<file path="src/hdl/fcs_pkg.sv">
// package: constants, register layout and types of the clock source unit
//==========================================================================
// Behaviour
// - system clock enable runs at twice the bus clock enable rate
// - control one bits 1 and 2 always read back as one
// - internal or external reference up to 5 MHz feeds the loop
// - internal reference period is set by nine trim bits
// - selected source divided by 1, 2, 4 or 8 from a two-bit field
// - debug clock is the controlled oscillator divided by two
// - reset leaves the unit in loop engaged internal mode
// - engaged internal: loop on internal reference drives output and debug
// - engaged external: loop on external reference drives output and debug
// - bypass internal: loop runs, internal reference drives output
// - bypass internal low power: loop and debug clock off unless debug active, internal output
// - bypass external: loop runs, external reference drives output
// - bypass external low power: loop and debug clock off unless debug active, external output
// - stop: loop off, no system or debug clock, references per stop enables
// - clock select bits 7:6 pick loop, internal, external; code 11 as 00
// - reference divider bits 5:3 divide by 1 up to 128, reset 000
// - reference select bit 2: one internal, zero external
// - bit 1 enables the internal reference clock output
// - bit 0 keeps internal reference alive in stop when enabled or in use
// - bus clock divider field resets to divide by two
// - clock mode status shows source in use, lagging the select field
package fcs_pkg;
  //==========================================================================
  // timing
  localparam int CLK_PERIOD_NS = 25;
  localparam int IRC_PERIOD_NS = 31250;
  localparam int IRC_CYC = IRC_PERIOD_NS / CLK_PERIOD_NS;
  localparam int TRIM_W = 9;
  localparam int TRIM_MID = 256;
  localparam logic [10:0] IRC_BASE = 11'(IRC_CYC - TRIM_MID);
  localparam int EXT_REF_MAX_KHZ = 5000;
  localparam int EXT_MIN_CYC = 1000000 / (EXT_REF_MAX_KHZ * CLK_PERIOD_NS);
  localparam logic [7:0] DCO_PER_MIN = 8'h02;
  localparam logic [7:0] DCO_PER_RST = 8'h14;
  localparam logic [7:0] DCO_PER_MAX = 8'hff;
  //==========================================================================
  // register map
  localparam int ADDR_W = 4;
  localparam logic [3:0] ADDR_CTRL1 = 4'h0;
  localparam logic [3:0] ADDR_CTRL2 = 4'h4;
  localparam logic [3:0] ADDR_STAT = 4'h8;
  localparam logic [7:0] CTRL1_RST = 8'h04;
  localparam logic [7:0] CTRL2_RST = 8'h40;
  localparam logic [7:0] CTRL1_FIXED = 8'h06;
  localparam logic [1:0] DIV_BY_TWO = 2'h1;
  localparam logic [1:0] RESP_OKAY = 2'h0;
  localparam logic [1:0] RESP_SLVERR = 2'h2;
  //==========================================================================
  // types
  typedef enum logic [1:0] {
    SRC_LOOP = 2'b00,
    SRC_INT = 2'b01,
    SRC_EXT = 2'b10
  } fcs_src_t;
  typedef struct packed {
    logic [1:0] clock_select;
    logic [2:0] reference_divider;
    logic internal_reference_select;
    logic internal_ref_output_enable;
    logic internal_ref_stop_enable;
  } fcs_ctrl1_t;
  typedef struct packed {
    logic [1:0] bus_clock_divider;
    logic range_hi;
    logic high_gain;
    logic low_power;
    logic erefs;
    logic erclken;
    logic erefsten;
  } fcs_ctrl2_t;
endpackage : fcs_pkg

</file>
<file path="src/hdl/fcs_pulse_div.sv">
// pulse divider: passes one of every 1, 2, 4 or 8 enable pulses
`timescale 1ns/1ps
module fcs_pulse_div
  import fcs_pkg::*;
#(
  parameter logic [1:0] RST_CODE = DIV_BY_TWO
) (
  input wire logic i_clk,
  input wire logic i_rst,
  input wire logic i_en,
  input wire logic [1:0] i_code,
  output logic o_en
);
  logic [2:0] cnt_r;
  logic [1:0] code_r;
  logic [2:0] lim;
  logic o_en_r;

  assign lim = 3'((4'h1 << code_r) - 4'h1);
  assign o_en = o_en_r;

  // count source pulses, take a new ratio only at wrap
  always_ff @(posedge i_clk) begin
    if (i_rst) begin
      cnt_r <= 3'h0;
      code_r <= RST_CODE;
    end else if (i_en) begin
      if (cnt_r == lim) begin
        cnt_r <= 3'h0;
        code_r <= i_code;
      end else begin
        cnt_r <= cnt_r + 3'h1;
      end
    end
  end

  // one output pulse per full ratio
  always_ff @(posedge i_clk) begin
    if (i_rst) begin
      o_en_r <= 1'b0;
    end else begin
      o_en_r <= i_en && (cnt_r == lim);
    end
  end
endmodule : fcs_pulse_div

</file>
<file path="src/hdl/fcs_clock_unit.sv">
// top of the clock source unit: registers, loop, source select, dividers
`timescale 1ns/1ps
module fcs_clock_unit
  import fcs_pkg::*;
#(
  parameter int FLL_MULT = 64
) (
  input wire logic I_CORE_CLK,
  input wire logic I_RST,
  input wire logic I_EXT_REF,
  input wire logic I_STOP,
  input wire logic I_DBG_ACTIVE,
  input wire logic [TRIM_W-1:0] I_TRIM,
  input wire logic [ADDR_W-1:0] I_AWADDR,
  input wire logic I_AWVALID,
  output logic O_AWREADY,
  input wire logic [31:0] I_WDATA,
  input wire logic [3:0] I_WSTRB,
  input wire logic I_WVALID,
  output logic O_WREADY,
  output logic [1:0] O_BRESP,
  output logic O_BVALID,
  input wire logic I_BREADY,
  input wire logic [ADDR_W-1:0] I_ARADDR,
  input wire logic I_ARVALID,
  output logic O_ARREADY,
  output logic [31:0] O_RDATA,
  output logic [1:0] O_RRESP,
  output logic O_RVALID,
  input wire logic I_RREADY,
  output logic O_SYS_CLK_EN,
  output logic O_BUS_CLK_EN,
  output logic O_DBG_CLK_EN,
  output logic O_IREF_CLK_EN,
  output logic O_LOOP_ON
);
  //==========================================================================
  // elaboration checks
  if (FLL_MULT < 1 || FLL_MULT > 1000) begin : g_chk_mult
    $error("FLL_MULT out of range");
  end
  if (EXT_MIN_CYC < 4) begin : g_chk_ext
    $error("reference too fast for the core clock");
  end

  localparam logic [9:0] MULT = 10'(FLL_MULT);

  function automatic logic addr_ok(input logic [ADDR_W-1:0] a);
    return (a == ADDR_CTRL1) || (a == ADDR_CTRL2) || (a == ADDR_STAT);
  endfunction : addr_ok

  function automatic fcs_src_t src_of(input logic [1:0] clock_select);
    unique case (clock_select)
      2'b01: return SRC_INT;
      2'b10: return SRC_EXT;
      default: return SRC_LOOP;
    endcase
  endfunction : src_of

  //==========================================================================
  // register bus slave
  fcs_ctrl1_t ctrl1_r;
  fcs_ctrl2_t ctrl2_r;
  logic [1:0] stat_meta_r;
  logic [1:0] stat_src_r;
  logic aw_hold_r;
  logic w_hold_r;
  logic wr_go;
  logic [ADDR_W-1:0] awaddr_r;
  logic [7:0] wbyte_r;
  logic wstrb0_r;
  logic bvalid_r;
  logic [1:0] bresp_r;
  logic rvalid_r;
  logic [1:0] rresp_r;
  logic [31:0] rdata_r;

  assign O_AWREADY = !aw_hold_r && !bvalid_r;
  assign O_WREADY = !w_hold_r && !bvalid_r;
  assign O_ARREADY = !rvalid_r;
  assign O_BVALID = bvalid_r;
  assign O_BRESP = bresp_r;
  assign O_RVALID = rvalid_r;
  assign O_RRESP = rresp_r;
  assign O_RDATA = rdata_r;
  assign wr_go = aw_hold_r && w_hold_r && !bvalid_r;

  // write address holding
  always_ff @(posedge I_CORE_CLK) begin
    if (I_RST) begin
      aw_hold_r <= 1'b0;
      awaddr_r <= '0;
    end else if (O_AWREADY && I_AWVALID) begin
      aw_hold_r <= 1'b1;
      awaddr_r <= I_AWADDR;
    end else if (wr_go) begin
      aw_hold_r <= 1'b0;
    end
  end

  // write data holding, low byte lane only
  always_ff @(posedge I_CORE_CLK) begin
    if (I_RST) begin
      w_hold_r <= 1'b0;
      wbyte_r <= 8'h00;
      wstrb0_r <= 1'b0;
    end else if (O_WREADY && I_WVALID) begin
      w_hold_r <= 1'b1;
      wbyte_r <= I_WDATA[7:0];
      wstrb0_r <= I_WSTRB[0];
    end else if (wr_go) begin
      w_hold_r <= 1'b0;
    end
  end

  // write response
  always_ff @(posedge I_CORE_CLK) begin
    if (I_RST) begin
      bvalid_r <= 1'b0;
      bresp_r <= RESP_OKAY;
    end else if (wr_go) begin
      bvalid_r <= 1'b1;
      bresp_r <= addr_ok(awaddr_r) ? RESP_OKAY : RESP_SLVERR;
    end else if (I_BREADY) begin
      bvalid_r <= 1'b0;
    end
  end

  // control registers
  always_ff @(posedge I_CORE_CLK) begin
    if (I_RST) begin
      ctrl1_r <= CTRL1_RST;
      ctrl2_r <= CTRL2_RST;
    end else if (wr_go && wstrb0_r) begin
      if (awaddr_r == ADDR_CTRL1) begin
        ctrl1_r <= fcs_ctrl1_t'(wbyte_r);
      end
      if (awaddr_r == ADDR_CTRL2) begin
        ctrl2_r <= fcs_ctrl2_t'(wbyte_r);
      end
    end
  end

  // read channel, one cycle answer
  always_ff @(posedge I_CORE_CLK) begin
    if (I_RST) begin
      rvalid_r <= 1'b0;
      rresp_r <= RESP_OKAY;
      rdata_r <= 32'h0;
    end else if (O_ARREADY && I_ARVALID) begin
      rvalid_r <= 1'b1;
      rresp_r <= addr_ok(I_ARADDR) ? RESP_OKAY : RESP_SLVERR;
      case (I_ARADDR)
        ADDR_CTRL1: rdata_r <= {24'h0, ctrl1_r | CTRL1_FIXED};
        ADDR_CTRL2: rdata_r <= {24'h0, ctrl2_r};
        ADDR_STAT: rdata_r <= {24'h0, 4'h0, stat_src_r, 2'h0};
        default: rdata_r <= 32'h0;
      endcase
    end else if (I_RREADY) begin
      rvalid_r <= 1'b0;
    end
  end

  //==========================================================================
  // references
  logic ext_s1_r;
  logic ext_s2_r;
  logic ext_s3_r;
  logic ext_lvl_r;
  logic ext_run;
  logic ext_pulse;
  logic [10:0] irc_cnt_r;
  logic [10:0] irc_lim;
  logic irc_run;
  logic irc_pulse;
  logic was_int_r;
  logic was_ext_r;
  fcs_src_t sel_src_r;
  fcs_src_t req_src;

  // external reference synchroniser, edge once stages two and three agree
  always_ff @(posedge I_CORE_CLK) begin
    if (I_RST) begin
      ext_s1_r <= 1'b0;
      ext_s2_r <= 1'b0;
      ext_s3_r <= 1'b0;
      ext_lvl_r <= 1'b0;
    end else begin
      ext_s1_r <= I_EXT_REF;
      ext_s2_r <= ext_s1_r;
      ext_s3_r <= ext_s2_r;
      if (ext_s2_r == ext_s3_r) begin
        ext_lvl_r <= ext_s3_r;
      end
    end
  end

  // external reference alive in stop only with its stop enable and either its enable or use
  assign ext_run = !I_STOP || (ctrl2_r.erefsten && (ctrl2_r.erclken || was_ext_r));
  assign ext_pulse = ext_run && (ext_s2_r == ext_s3_r) && ext_s3_r && !ext_lvl_r;

  // internal reference oscillator, trimmed period
  assign irc_lim = IRC_BASE + 11'(I_TRIM);
  assign irc_run = !I_STOP || (ctrl1_r.internal_ref_stop_enable && (ctrl1_r.internal_ref_output_enable || was_int_r));
  assign irc_pulse = irc_run && (irc_cnt_r >= irc_lim - 11'h1);

  always_ff @(posedge I_CORE_CLK) begin
    if (I_RST || !irc_run || irc_pulse) begin
      irc_cnt_r <= 11'h0;
    end else begin
      irc_cnt_r <= irc_cnt_r + 11'h1;
    end
  end

  // remember which reference was in use when stop arrived
  always_ff @(posedge I_CORE_CLK) begin
    if (I_RST) begin
      was_int_r <= 1'b1;
      was_ext_r <= 1'b0;
    end else if (!I_STOP) begin
      was_int_r <= (sel_src_r == SRC_INT) || (sel_src_r == SRC_LOOP && ctrl1_r.internal_reference_select);
      was_ext_r <= (sel_src_r == SRC_EXT) || (sel_src_r == SRC_LOOP && !ctrl1_r.internal_reference_select);
    end
  end

  // internal reference output when enabled
  always_ff @(posedge I_CORE_CLK) begin
    if (I_RST) begin
      O_IREF_CLK_EN <= 1'b0;
    end else begin
      O_IREF_CLK_EN <= irc_pulse && ctrl1_r.internal_ref_output_enable;
    end
  end

  //==========================================================================
  // frequency locked loop
  logic loop_on;
  logic ref_pulse;
  logic ref_evt;
  logic [6:0] reference_divider_cnt_r;
  logic [6:0] reference_divider_lim;
  logic [7:0] dco_cnt_r;
  logic [7:0] dco_per_r;
  logic dco_pulse;
  logic [9:0] tick_r;

  assign req_src = src_of(ctrl1_r.clock_select);
  // loop kept on outside stop unless a low power bypass mode holds and debug is idle
  assign loop_on = !I_STOP && (sel_src_r == SRC_LOOP || req_src == SRC_LOOP
                   || !ctrl2_r.low_power || I_DBG_ACTIVE);
  assign ref_pulse = ctrl1_r.internal_reference_select ? irc_pulse : ext_pulse;
  assign reference_divider_lim = 7'((8'h1 << ctrl1_r.reference_divider) - 8'h1);
  assign ref_evt = loop_on && ref_pulse && (reference_divider_cnt_r >= reference_divider_lim);
  assign dco_pulse = loop_on && (dco_cnt_r >= dco_per_r - 8'h1);

  // reference divider, power of two
  always_ff @(posedge I_CORE_CLK) begin
    if (I_RST || !loop_on || ref_evt) begin
      reference_divider_cnt_r <= 7'h0;
    end else if (ref_pulse) begin
      reference_divider_cnt_r <= reference_divider_cnt_r + 7'h1;
    end
  end

  // controlled oscillator
  always_ff @(posedge I_CORE_CLK) begin
    if (I_RST || !loop_on || dco_pulse) begin
      dco_cnt_r <= 8'h0;
    end else begin
      dco_cnt_r <= dco_cnt_r + 8'h1;
    end
  end

  // count oscillator ticks per divided reference period
  always_ff @(posedge I_CORE_CLK) begin
    if (I_RST || ref_evt) begin
      tick_r <= 10'h0;
    end else if (dco_pulse && tick_r != 10'h3ff) begin
      tick_r <= tick_r + 10'h1;
    end
  end

  // steer the oscillator period toward the target ratio
  always_ff @(posedge I_CORE_CLK) begin
    if (I_RST) begin
      dco_per_r <= DCO_PER_RST;
    end else if (ref_evt) begin
      if (tick_r < MULT && dco_per_r > DCO_PER_MIN) begin
        dco_per_r <= dco_per_r - 8'h1;
      end else if (tick_r > MULT && dco_per_r != DCO_PER_MAX) begin
        dco_per_r <= dco_per_r + 8'h1;
      end
    end
  end

  always_ff @(posedge I_CORE_CLK) begin
    if (I_RST) begin
      O_LOOP_ON <= 1'b0;
    end else begin
      O_LOOP_ON <= loop_on;
    end
  end

  //==========================================================================
  // source select and output dividers
  logic src_pulse;
  logic drop_r;
  logic sys_in;

  always_comb begin
    unique case (sel_src_r)
      SRC_INT: src_pulse = irc_pulse;
      SRC_EXT: src_pulse = ext_pulse;
      default: src_pulse = dco_pulse;
    endcase
  end

  // switch on an old source pulse or in stop, drop the first new pulse
  always_ff @(posedge I_CORE_CLK) begin
    if (I_RST) begin
      sel_src_r <= SRC_LOOP;
      drop_r <= 1'b0;
    end else if (req_src != sel_src_r && (src_pulse || I_STOP)) begin
      sel_src_r <= req_src;
      drop_r <= 1'b1;
    end else if (src_pulse) begin
      drop_r <= 1'b0;
    end
  end

  // status follows the applied source through two stages
  always_ff @(posedge I_CORE_CLK) begin
    if (I_RST) begin
      stat_meta_r <= 2'h0;
      stat_src_r <= 2'h0;
    end else begin
      stat_meta_r <= sel_src_r;
      stat_src_r <= stat_meta_r;
    end
  end

  assign sys_in = src_pulse && !drop_r && !I_STOP;

  fcs_pulse_div #(.RST_CODE(DIV_BY_TWO)) u_sys_div (
    .i_clk(I_CORE_CLK),
    .i_rst(I_RST),
    .i_en(sys_in),
    .i_code(ctrl2_r.bus_clock_divider),
    .o_en(O_SYS_CLK_EN)
  );

  fcs_pulse_div #(.RST_CODE(DIV_BY_TWO)) u_bus_div (
    .i_clk(I_CORE_CLK),
    .i_rst(I_RST),
    .i_en(O_SYS_CLK_EN),
    .i_code(DIV_BY_TWO),
    .o_en(O_BUS_CLK_EN)
  );

  fcs_pulse_div #(.RST_CODE(DIV_BY_TWO)) u_dbg_div (
    .i_clk(I_CORE_CLK),
    .i_rst(I_RST),
    .i_en(dco_pulse),
    .i_code(DIV_BY_TWO),
    .o_en(O_DBG_CLK_EN)
  );
endmodule : fcs_clock_unit

</file>
<file path="config.mk">
export PLATFORM = sky130hd
export DESIGN_NAME = fcs_clock_unit
export DESIGN_NICKNAME = d
export VERILOG_FILES = /design/src/hdl/fcs_pkg.sv /design/src/hdl/fcs_pulse_div.sv /design/src/hdl/fcs_clock_unit.sv
export SDC_FILE = /design/constraint.sdc
export NUM_CORES = 1
export LEC_CHECK = 0
export BUFFER_PORTS_ARGS = -buffer_cell sky130_fd_sc_hd__buf_2
export CELL_PAD_IN_SITES_DETAIL_PLACEMENT = 0
export CELL_PAD_IN_SITES_GLOBAL_PLACEMENT = 1
export CORE_MARGIN = 2
export CORE_UTILIZATION = 40
export CTS_BUF_LIST = sky130_fd_sc_hd__clkbuf_4 sky130_fd_sc_hd__clkbuf_8
export DETAILED_ROUTE_END_ITERATION = 12
export PLACE_DENSITY = 0.82
export SYNTH_ARGS = -nofsm -noshare
export SYNTH_HDL_FRONTEND = slang
export SYNTH_HIERARCHICAL = 1
export SYNTH_SLANG_ARGS = --single-unit
</file>
<file path="constraint.sdc">
create_clock -name I_CORE_CLK -period 3.1 [get_ports I_CORE_CLK]
set_clock_uncertainty 0.05 [all_clocks]
set_input_delay 0 -clock I_CORE_CLK [delete_from_list [all_inputs] [get_ports I_CORE_CLK]]
set_output_delay 0 -clock I_CORE_CLK [all_outputs]
set_load 0.005 [all_outputs]
</file>
==> metrics.md <==
| Metric | Value |
|---|---|
| Post-DRT Antenna Nets | 0 |
| DP Worst Slack | -0.1463 ns |
| Failing checks | setup timing |
| FFs w/ async S/R, synth | 0% |
| Fin. Hold Viols | 0 |
| Worst slew pin tran | 0.8183 ns |
| R2R cell count | 13 |
| Die W | 135.1 um |
| Post-synth EDFFs | 0 |
| Maximum vdd drop | 0.2703 mV |
| Sequential area share after synthesis | 34.94% |
| Clock slew seen by the registers of the worst setup and hold paths | 0.08 ns |
| Hold Path Class | in -> reg |
| Most frequent cells in the layout | dfxtp_1, nand2_1, nor2_1 |
| Max-slew violations | 0 |
| Endpoints failing setup | 6 |
| Setup Crit Path Kind | reg -> reg |
| Buf+Inv Stages, Crit Path | 1 |
| IO Count | 109 |
| Commonest non-fill, non-tap cell in the layout | dfxtp_1 |
| Initial DRT Pass Iterations | 5 |
| Core area | 16700 um^2 |
| Pleak | 3.373 nW |
| Vias in the first global route | 5552 |
| Starting DRT DRC Count | 298 |
| Residual DRC | 0 |
| Pwr/cell area | 386.3 nW/um^2 |
| Layout cell share with drive strength beyond 1 | 20.97% |
| Vias per inst | 5.092 |
| Worst-skew pair later-pin latency | 0.45 ns |
| Area growth, synth to finish | 25.77% |
| Max Freq | 317.5 MHz |
| Inserted Diodes | 0 |
| CP max stage delay | 0.40 ns |
| Final wirelength | 15770 um |
| GPL Wtd Cong | 0.8532 |
| Yosys reg bits | 120 |
| Slowest CP cell | or3_4 |
| Dpl hpwl | 10820 um |
| Top routing layer used | met4 |
| Grt ovf | 0 |
| Met2 Wirelength | 7157 um |
| Required time worst endpoint | 3.38 ns |
| Die Ht | 135.1 um |
| Fin crit period | 3.150 ns |
| Syn avg cell area | 8.304 um^2 |
| Worst path cell trace | or3_4, ha_4, nor3_2, a21oi_2, o21a_1, ha_4, o211ai_1, a22oi_2, o21ai_2, buf_4, a211o_4, a211oi_2, mux2_4 |
| Routed vias | 6075 |
| Critical Path Sink Type | register |
| Root Driver | clkbuf_8 |
| Final worst slack | -0.04957 ns |
| Instance count on the critical path | 13 |
| Main flop type after synthesis | dfxtp_1 |
| DR WL met3 | 549 um |
| Unrepaired setup endpoints after global routing | yes |
| Rel. slew slack | 44.04% |
| CTS Sinks | 120 |
| Max Fanout on Critical Path | 7 |
| Fin Setup TNS | -0.2197 ns |
| Starting density of the core | 41.17% |
| Yosys cell types | 75 |
| Cts bufs inserted | 17 |
| Layout net count | 1067 |
| CTS tree | done |
| Period utilization | 101.6% |
| Post-synthesis cell area | 6875 um^2 |
| First-pass GRT wire length | 26050 um |
| Gr usage total | 17.49% |
| WHS Path Cells | 4 |
| YS warnings | 6 |
| Die area | 18250 um^2 |
| Syn Inst Count | 828 |
| Status | complete, but fails checks |
| Clock tree buffer depth | 2 |
| Crit path DAT | 3.43 ns |
| Initial antenna violation count | 0 |
| Cell family with most CP delay | compound AO/OA/AOI/OAI gates |
| Port buffer count | 55 |
| Maxcap violations | 0 |
| Rows | 47 |
| CP most frequent cell | ha_4 |
| M1 WL | 7822 um |
| Critical Path Source Type | register |
| Largest net degree at the start of global routing | 74 |
| Fill count | 1594 |
| Drt wl/cell | 13.22 um |
| H-tree level count | 4 |
## tightest hold or removal path, delay by kind of cell
| kind | cells | cell delay (ns) |
|---|---|---|
| AOI/OAI and AO/OA | 2 | 0.23 |
| buffers and inverters | 1 | 0.17 |
| and+or+nand+nor | 1 | 0.08 |
## registers in the layout (all words and copies together) (netlist names), 2 cells and up
signal and count:
reference_divider_cnt_r 7, dco_per_r 8, awaddr_r 4, stat_meta_r 2, u_dbg_div/cnt_r 3, tick_r 10, u_bus_div/code_r 2, dco_cnt_r 8
sel_src_r 2, u_sys_div/cnt_r 3, ctrl2_r 8, O_RDATA 8, u_sys_div/code_r 2, u_bus_div/cnt_r 3, irc_cnt_r 11, stat_src_r 2
u_dbg_div/code_r 2, wbyte_r 8, ctrl1_r 8
## stage by stage
stage / total power, mW / std cells / hold slack (ns) / area, um^2 / util (%)
2_1_floorplan: 1.797 / 858 / 0.02161 / 7078 / -
3_3_place_gp: 1.867 / 1113 / 0.1343 / 7538 / 45.14
3_5_place_dp: 1.871 / 1113 / 0.1439 / 7538 / 45.14
4_1_cts: 3.360 / 1188 / 0.008466 / 8433 / 50.49
5_1_grt: 3.467 / 1193 / 0.06852 / 8647 / 51.78
6_report: 3.340 / 1193 / 0.01665 / 8647 / 51.78
## report_power, final
group          internal (mW)  switching, mW  total [mW]
Combinational          0.144          0.157       0.301
Sequential              1.57         0.0241        1.59
Clock                  0.765          0.685        1.45
Total                   2.47          0.866        3.34
## logic make-up (layout without fill, tap and decap cells)
group                      Yosys count  count (layout)  share of synthesized area, %
and+or+nand+nor                    334             334                         24.15
adders and majority gates           44              44                         8.007
buffers and inverters               95             210                         7.425
AOI/OAI and AO/OA                  164             164                         15.89
xor gates and xnor gates            39              39                         4.968
DFF                                120             120                         34.94
other                                2              32                        0.1092
muxes                               30              30                         4.513
## final timing paths
kind / startpoint / endpoint / slack, ns
setup / recovery: ctrl1_r[5]$_SDFFE_PP0P_ / dco_per_r[5]$_SDFFE_PP0P_ / -0.05
hold / removal: I_ARADDR[2] / O_RDATA[1]$_SDFFE_PP0P_ / 0.02
setup reg to reg: ctrl1_r[5]$_SDFFE_PP0P_ / dco_per_r[5]$_SDFFE_PP0P_ / -0.05
hold reg to reg: stat_meta_r[1]$_SDFF_PP0_ / stat_src_r[1]$_SDFF_PP0_ / 0.40
## cells in the mapped netlist, drive strengths merged (11+ instances only)
master / count / area, um^2
nand4: 11 / 68.82
clkbuf: 24 / 90.09
nor2b: 22 / 137.6
xor2: 19 / 166.4
mux2i: 22 / 220.2
a211oi: 12 / 115.1
buf: 37 / 292.8
nor3: 19 / 95.09
a21oi: 58 / 290.3
ha: 44 / 550.5
dfxtp: 120 / 2402
nand2: 97 / 366.6
inv: 34 / 127.6
nand3: 34 / 170.2
xnor2: 20 / 175.2
nor2: 83 / 311.6
o21ai: 31 / 162.7
## what timing repair did
| item | 4_1_cts | 5_1_grt |
|---|---|---|
| hold endpoints to repair | 32 | 0 |
| buffers inserted | 2 | 6 |
| pin swaps | 2 | 16 |
| hold buffers | 41 | 0 |
| gates resized for setup | 11 | 39 |
| endpoints found under the setup margin | 24 | 35 |
## final cells by class
cell class	instances	area, um^2	area share, %
Multi-Input combinational cell	643	4362	50.44
Timing Repair Buffer	144	1066	12.33
Tap cell	220	275.3	3.183
Inverter	34	127.6	1.476
Clock inverter	12	143.9	1.664
Sequential cell	120	2410	27.87
Clock buffer	20	262.8	3.039
## routing by layer
layer	GRT usage, %	vias to the layer above
met2	26.96	109
li1	-	3145
met5	0	-
met4	5.556	0
met1	24.34	2804
met3	3.904	17
No activity file was read; power rests on OpenSTA's default activity.
